$ cat config.mk
export PLATFORM = sky130hd
export DESIGN_NAME = pdc_top
export DESIGN_NICKNAME = d
export VERILOG_FILES = /design/src/rtl/pdc_pkg.sv /design/src/rtl/pdc_cfg_if.sv /design/src/rtl/pdc_cfg_port.sv /design/src/rtl/pdc_top.sv
export SDC_FILE = /design/constraint.sdc
export NUM_CORES = 1
export LEC_CHECK = 0
export BUFFER_PORTS_ARGS = -buffer_cell sky130_fd_sc_hd__buf_2
export CAP_MARGIN = 20
export CELL_PAD_IN_SITES_DETAIL_PLACEMENT = 0
export CELL_PAD_IN_SITES_GLOBAL_PLACEMENT = 2
export CORE_MARGIN = 5
export CORE_UTILIZATION = 29
export CTS_CLUSTER_DIAMETER = 100
export DETAILED_ROUTE_END_ITERATION = 12
export GPL_TIMING_DRIVEN = 1
export HOLD_SLACK_MARGIN = 0.06
export MAX_ROUTING_LAYER = met4
export PLACE_DENSITY = 0.74
export SLEW_MARGIN = 20
export SYNTH_ARGS = -nofsm -noshare
export SYNTH_HDL_FRONTEND = slang
export SYNTH_SLANG_ARGS = --single-unit
$ cat constraint.sdc
create_clock -name CLOCK -period 1.4 [get_ports CLOCK]
set_input_delay 0.28 -clock CLOCK [delete_from_list [all_inputs] [get_ports CLOCK]]
set_output_delay 0.28 -clock CLOCK [all_outputs]
set_load 0.01 [all_outputs]
$ cat src/rtl/pdc_pkg.sv
// Function
// - With separate reference clocks the block sends the fast-training count in bits 31:24, which resets to 32h.
// - With a shared reference clock the block sends the fast-training count in bits 23:16, which resets to 14h.
// - Bit 7 lets the block apply L2 power savings only while it reads 1.
// - Bit 6 enables the base window at configuration offset 14h and resets to 0.
// - Bit 5 enables the base window at configuration offset 10h and resets to 0.
// - Bits 4 to 0 drive recovery, reconfigure, hot reset, scrambler off and loopback requests to link training.
// - The fast-training counts and link number return to 32h, 14h and 0 only on the active-low fundamental reset.
package pdc_pkg;
    // Register placement in configuration space
    localparam int          CFG_ADDR_W     = 8;
    localparam logic [7:0]  DIAG_TWO_OFF   = 8'hC8;
    localparam logic [31:0] DIAG_TWO_RST   = 32'h3214_2000;

    // Field positions and widths
    localparam int FTS_W          = 8;
    localparam int FTS_SEP_LSB    = 24;
    localparam int FTS_SHARED_LSB = 16;
    localparam int REV_W          = 3;
    localparam int REV_LSB        = 13;
    localparam int LINK_W         = 5;
    localparam int LINK_LSB       = 8;
    localparam int L2_BIT         = 7;
    localparam int WIN1_BIT       = 6;
    localparam int WIN0_BIT       = 5;
    localparam int TRN_W          = 5;
    localparam int TRN_LSB        = 0;

    // Request positions inside the training request field
    localparam int TRN_LOOPBACK_IDX  = 0;
    localparam int TRN_SCRAMBLER_IDX = 1;
    localparam int TRN_HOT_RESET_IDX = 2;
    localparam int TRN_RECONFIG_IDX  = 3;
    localparam int TRN_RECOVERY_IDX  = 4;

    // Values after reset
    localparam logic [FTS_W-1:0]  FTS_SEP_RST    = 8'h32;
    localparam logic [FTS_W-1:0]  FTS_SHARED_RST = 8'h14;
    localparam logic [REV_W-1:0]  PHY_REVISION_FIELD_VALUE  = 3'h1;
    localparam logic [LINK_W-1:0] LINK_RST       = 5'h00;
    localparam logic [TRN_W-1:0]  TRN_RST        = 5'h00;
endpackage : pdc_pkg

$ cat src/rtl/pdc_cfg_if.sv
// Decoded configuration access between the access port and the register core
interface pdc_cfg_if;
    logic        wr_en;
    logic        rd_hit;
    logic [31:0] wr_mask;
    logic [31:0] wr_data;
    logic [31:0] reg_value;

    modport port (output wr_en, output rd_hit, output wr_mask, output wr_data, input reg_value);
    modport core (input wr_en, input rd_hit, input wr_mask, input wr_data, output reg_value);
endinterface : pdc_cfg_if

$ cat src/rtl/pdc_cfg_port.sv
// Configuration access port: decodes the dword, answers one cycle later
module pdc_cfg_port #(
    parameter int ADDR_W = pdc_pkg::CFG_ADDR_W
) (
    // Clock and reset
    input  wire logic              clock,
    input  wire logic              rst_n,
    // Configuration request
    input  wire logic              req,
    input  wire logic              write,
    input  wire logic [ADDR_W-1:0] addr,
    input  wire logic [3:0]        byte_en,
    input  wire logic [31:0]       wdata,
    // Answer
    output logic                   ack,
    output logic [31:0]            rdata,
    // Decoded side towards the core
    pdc_cfg_if.port                cfg
);
    import pdc_pkg::*;

    typedef struct packed {
        logic        ack;
        logic [31:0] rdata;
    } pdc_port_state_t;

    pdc_port_state_t st;
    pdc_port_state_t next_st;
    logic            hit;

    // Offset must be reachable with the chosen address width
    if (ADDR_W < 8) begin : g_addr_check
        $error("pdc_cfg_port: ADDR_W below 8 cannot reach the register");
    end

    // Dword match; the low two address bits are don't care
    assign hit         = req && (addr[7:2] == DIAG_TWO_OFF[7:2]) && ((addr >> 8) == '0); // Upper bits clear
    assign cfg.wr_en   = hit && write;
    assign cfg.rd_hit  = hit && !write;
    assign cfg.wr_data = wdata;

    // Byte enables widen to a bit mask
    for (genvar b = 0; b < 4; b++) begin : g_mask
        assign cfg.wr_mask[8*b +: 8] = {8{byte_en[b]}};
    end

    // Every request is answered; unmapped reads return zero
    always_comb begin
        next_st       = st;
        next_st.ack   = req;
        next_st.rdata = cfg.rd_hit ? cfg.reg_value : 32'h0000_0000;
        if (!rst_n) begin
            next_st = '0;
        end
    end

    always_ff @(posedge clock) begin
        st <= next_st;
    end

    assign ack   = st.ack;
    assign rdata = st.rdata;
endmodule : pdc_cfg_port

$ cat src/rtl/pdc_top.sv
// PHY diagnostic and control register two with its steering outputs
module pdc_top (
    // Clock and resets
    input  wire logic                         CLOCK,
    input  wire logic                         RST_N,
    input  wire logic                         FUNDAMENTAL_RESET_N,
    // Configuration access
    input  wire logic                         CFG_REQ,
    input  wire logic                         CFG_WRITE,
    input  wire logic [pdc_pkg::CFG_ADDR_W-1:0] CFG_ADDR,
    input  wire logic [3:0]                   CFG_BYTE_EN,
    input  wire logic [31:0]                  CFG_WDATA,
    output logic                              CFG_ACK,
    output logic [31:0]                       CFG_RDATA,
    // Link state from the rest of the bridge
    input  wire logic                         SHARED_REFCLK_CONFIG,
    input  wire logic                         LINK_IN_L2,
    // Steering outputs
    output logic [pdc_pkg::FTS_W-1:0]         FAST_TRAIN_COUNT,
    output logic                              L2_POWER_SAVE,
    output logic                              FIRST_BASE_WINDOW_ENABLE,
    output logic                              SECOND_BASE_WINDOW_ENABLE,
    output logic [pdc_pkg::LINK_W-1:0]        LINK_NUMBER,
    // Requests into link training
    output logic                              TRAINING_RECOVERY_REQUEST,
    output logic                              TRAINING_RECONFIGURE_REQUEST,
    output logic                              HOT_RESET_REQUEST,
    output logic                              SCRAMBLER_OFF_REQUEST,
    output logic                              TRAINING_LOOPBACK_REQUEST
);
    import pdc_pkg::*;

    typedef struct packed {
        logic [FTS_W-1:0]  fast_train_count_separate_clock;
        logic [FTS_W-1:0]  fast_train_count_shared_clock;
        logic [LINK_W-1:0] link_number;
        logic              l2_power_saving_enable;
        logic              second_base_window_enable;
        logic              first_base_window_enable;
        logic [TRN_W-1:0]  train_req;
        // Registered copies that drive the ports
        logic [FTS_W-1:0]  fts_out;
        logic              l2_save_out;
        logic              win0_out;
        logic              win1_out;
        logic [LINK_W-1:0] link_out;
        logic [TRN_W-1:0]  trn_out;
    } pdc_state_t;

    pdc_state_t  st;
    pdc_state_t  next_st;
    logic [31:0] merged;
    pdc_cfg_if   cfg ();

    // Access port answers every request one cycle later
    pdc_cfg_port #(
        .ADDR_W (CFG_ADDR_W)
    ) u_port (
        .clock   (CLOCK),
        .rst_n   (RST_N),
        .req     (CFG_REQ),
        .write   (CFG_WRITE),
        .addr    (CFG_ADDR),
        .byte_en (CFG_BYTE_EN),
        .wdata   (CFG_WDATA),
        .ack     (CFG_ACK),
        .rdata   (CFG_RDATA),
        .cfg     (cfg)
    );

    // Read image of the register
    // fixed revision field
    assign cfg.reg_value = {st.fast_train_count_separate_clock,
                            st.fast_train_count_shared_clock,
                            PHY_REVISION_FIELD_VALUE,
                            st.link_number,
                            st.l2_power_saving_enable,
                            st.second_base_window_enable,
                            st.first_base_window_enable,
                            st.train_req};

    // Byte-lane merge of a write with the current contents
    assign merged = (cfg.reg_value & ~cfg.wr_mask) | (cfg.wr_data & cfg.wr_mask);

    // Field updates, output staging and the two reset scopes
    always_comb begin
        next_st = st;
        // A write that meets an ordinary reset is dropped, so the kept fields stay intact
        if (cfg.wr_en && RST_N) begin
            next_st.fast_train_count_separate_clock = merged[FTS_SEP_LSB +: FTS_W];
            next_st.fast_train_count_shared_clock   = merged[FTS_SHARED_LSB +: FTS_W];
            next_st.link_number               = merged[LINK_LSB +: LINK_W];
            next_st.l2_power_saving_enable    = merged[L2_BIT];
            next_st.second_base_window_enable = merged[WIN1_BIT];
            next_st.first_base_window_enable  = merged[WIN0_BIT];
            next_st.train_req                 = merged[TRN_LSB +: TRN_W];
        end
        next_st.fts_out     = SHARED_REFCLK_CONFIG ? st.fast_train_count_shared_clock
                                                   : st.fast_train_count_separate_clock;
        next_st.l2_save_out = st.l2_power_saving_enable && LINK_IN_L2;
        next_st.win1_out    = st.second_base_window_enable;
        next_st.win0_out    = st.first_base_window_enable;
        next_st.link_out    = st.link_number;
        next_st.trn_out     = st.train_req;
        // Ordinary reset leaves the counts and link number alone
        if (!RST_N) begin
            next_st.l2_power_saving_enable    = 1'b0;
            next_st.second_base_window_enable = 1'b0;
            next_st.first_base_window_enable  = 1'b0;
            next_st.train_req                 = TRN_RST;
            next_st.l2_save_out               = 1'b0;
            next_st.win0_out                  = 1'b0;
            next_st.win1_out                  = 1'b0;
            next_st.trn_out                   = TRN_RST;
        end
        if (!FUNDAMENTAL_RESET_N) begin
            next_st                                 = '0;
            next_st.fast_train_count_separate_clock = FTS_SEP_RST;
            next_st.fast_train_count_shared_clock   = FTS_SHARED_RST;
            next_st.link_number                     = LINK_RST;
            next_st.link_out                        = LINK_RST;
            next_st.fts_out                         = FTS_SEP_RST;
        end
    end

    always_ff @(posedge CLOCK) begin
        st <= next_st;
    end

    // Ports straight from the registered copies
    assign FAST_TRAIN_COUNT             = st.fts_out;
    assign L2_POWER_SAVE                = st.l2_save_out;
    assign FIRST_BASE_WINDOW_ENABLE     = st.win0_out;
    assign SECOND_BASE_WINDOW_ENABLE    = st.win1_out;
    assign LINK_NUMBER                  = st.link_out;
    assign TRAINING_RECOVERY_REQUEST    = st.trn_out[TRN_RECOVERY_IDX];
    assign TRAINING_RECONFIGURE_REQUEST = st.trn_out[TRN_RECONFIG_IDX];
    assign HOT_RESET_REQUEST            = st.trn_out[TRN_HOT_RESET_IDX];
    assign SCRAMBLER_OFF_REQUEST        = st.trn_out[TRN_SCRAMBLER_IDX];
    assign TRAINING_LOOPBACK_REQUEST    = st.trn_out[TRN_LOOPBACK_IDX];
endmodule : pdc_top

==> metrics <==
XOR/XNOR Fraction of Synth Area 0; antenna viol nets, final 0; GRT Overall Usage 0.109; Leak 1.93 nW; dominant cell type by area after synthesis dfxtp_1; first-pass GRT wire length 9290 um; Routed WL 5860 um; Cells after Synth 252; top cell type's share of synthesized area 0.588; vias in the first global route 1884; simple-gate share of the synthesized area 0.220; fin crit period 1.11 ns; core box area 9240 sq um; WL/cell 12.0 um; Clock Pin Slew Worst Setup and Hold Paths 0.08 ns; Mapped Area 2760 sq um; layout cell share with drive strength beyond 1 0.352; final worst-path setup slack 0.294 ns; antenna cells 0; worst-path fanout max 1; Warnings, synthesis 0; CTS sink cnt 81; CTS tree yes; Seq/Total Area, Yosys 0.588; CTS root buffer clkbuf_8; Rows 35; GPL Wtd Cong 0.687; Hold Vio Cnt, Final 0; worst endpoint required time 1.12 ns; IO Port Bufs 97; CP bufs+invs 1; Seq cells post-synth 81; outcome completed; grt total ovfl 0; Die ar. 11600 sq um; vias per std cell 3.91; Initial Util 0.298; HP Class input pin to flop; htree depth 3; Slowest cell on crit path dfxtp_1; fin crit share 0.790; RSZ-0062 raised after global routing false; via count 1903; fmax 0.905 GHz; post-synth cell types 16; Hold Slack 0.163 ns; initial antenna violation count 0; Cell Pwr Density 1140 nW/um^2; critical path type flop to primary output; area share of fa/ha/maj cells after synthesis 0; DR iter-0 viols 51; post-CTS resize count 0; Worst Tran Pin Value 0.576 ns; Max clock buf depth 2; DP Wirelength 4400 um; Final Max Slew Viols 0; max incr delay on CP 0.35 ns; Die W 107 um; Setup Fix Bufs, Post-CTS 0; post-synthesis compound-gate area fraction 0; CTS hold repair buffers 0; crit path launch type flop; I/O pin total 105; DIE HEIGHT 107 um; Area Overhead vs Synth 30.1%; max-cap violations 0; Layout Skew 0.00810 ns; pin count of the biggest net entering global routing 51; slew margin rel. 0.616; fin util 0.388; Final Power 0.00408 W; crit path capture type primary output; drc violations 0; Final Setup Violations 0; CTS buffer count 9; synth top area cells dfxtp_1, mux2i_1, and2_1; Clock Latency Late Sink 0.34 ns; cell chain of the critical path buf_2; CP arrival 0.83 ns; main combinational cell family by area after synthesis simple AND/OR/NAND/NOR gates; Avg Cell Area, Syn 10.9 sq um; post-synthesis mux area share 0.134; setup slack at placement -0.0676 ns; kind of cell adding the most delay to the critical path flip-flops; First-pass DRT Iterations 4; worst vdd ir 0.418 mV; Nets 404
per-layer routing:
metal / up-vias / share of wire / track usage
met3: 10 / 0.089 / 0.0390
met5: - / 0 / -
met2: 70 / 0.43 / 0.153
met1: 835 / 0.46 / 0.140
li1: 988 / - / -
met4: 0 / 0.016 / 0.0487
cells in the mapped netlist:
| cell type | n |
|---|---|
| and2_1 | 31 |
| and3_1 | 1 |
| and3b_4 | 1 |
| and4b_1 | 1 |
| and4bb_1 | 1 |
| buf_2 | 4 |
| buf_4 | 2 |
| buf_6 | 5 |
| clkbuf_1 | 5 |
| conb_1 | 1 |
| dfxtp_1 | 81 |
| inv_1 | 12 |
| mux2i_1 | 37 |
| nand2_1 | 51 |
| nand4_4 | 4 |
| nor2b_1 | 15 |
placed cells by master (no fill, tap or decap), types with 3 or more instances in the layout:
master / Yosys / routed
nand2_1: 51 / 51
buf_2: 4 / 97
clkinvlp_4: 0 / 3
nand4_4: 4 / 4
nor2b_1: 15 / 15
and2_1: 31 / 31
dfxtp_1: 81 / 81
mux2i_1: 37 / 37
buf_4: 2 / 5
buf_12: 0 / 3
clkbuf_8: 0 / 11
inv_1: 12 / 12
cell families after synthesis:
kind of cell           Yosys count
buffers and inverters           28
other                            1
and+or+nand+nor                105
DFF                             81
muxes                           37
cell type report:
| cell class | instances | area [sq um] |
|---|---|---|
| Fill cell | 974 | 5650 |
| Tap cell | 129 | 161 |
| Multi-Input combinational cell | 144 | 983 |
| Clock buffer | 11 | 151 |
| Clock inverter | 5 | 40.0 |
| Inverter | 12 | 45.0 |
| Timing Repair Buffer | 105 | 583 |
| Sequential cell | 81 | 1620 |
stage by stage:
| stage | cells | TNS (ns) | area [sq um] |
|---|---|---|---|
| after floorplan | 253 | 0 | 2760 |
| after global placement | 471 | -0.884 | 3390 |
| after detailed placement | 471 | -0.989 | 3390 |
| after CTS | 487 | 0 | 3590 |
| after global routing | 487 | 0 | 3590 |
| final | 487 | 0 | 3590 |
power breakdown:
| group | internal [W] | switching, W | total [W] |
|---|---|---|---|
| combinational | 0.0000878 | 0.0000913 | 0.000179 |
| clock | 0.000747 | 0.000846 | 0.00159 |
| sequential | 0.00231 | 0.00000146 | 0.00231 |
| total | 0.00314 | 0.000939 | 0.00408 |
worst paths after layout:
path	startpoint	endpoint	slack, ns	depth (start not counted)
hold / removal	CFG_REQ	u_port.ack	0.16	2
setup reg to reg	flop	FAST_TRAIN_COUNT[4]	0.77	2
setup / recovery	u_port.rdata[3]	CFG_RDATA[3]	0.29	1
hold reg to reg	flop	LINK_NUMBER[0]	0.45	2
Note: power is estimated with default switching activity, not from simulation.
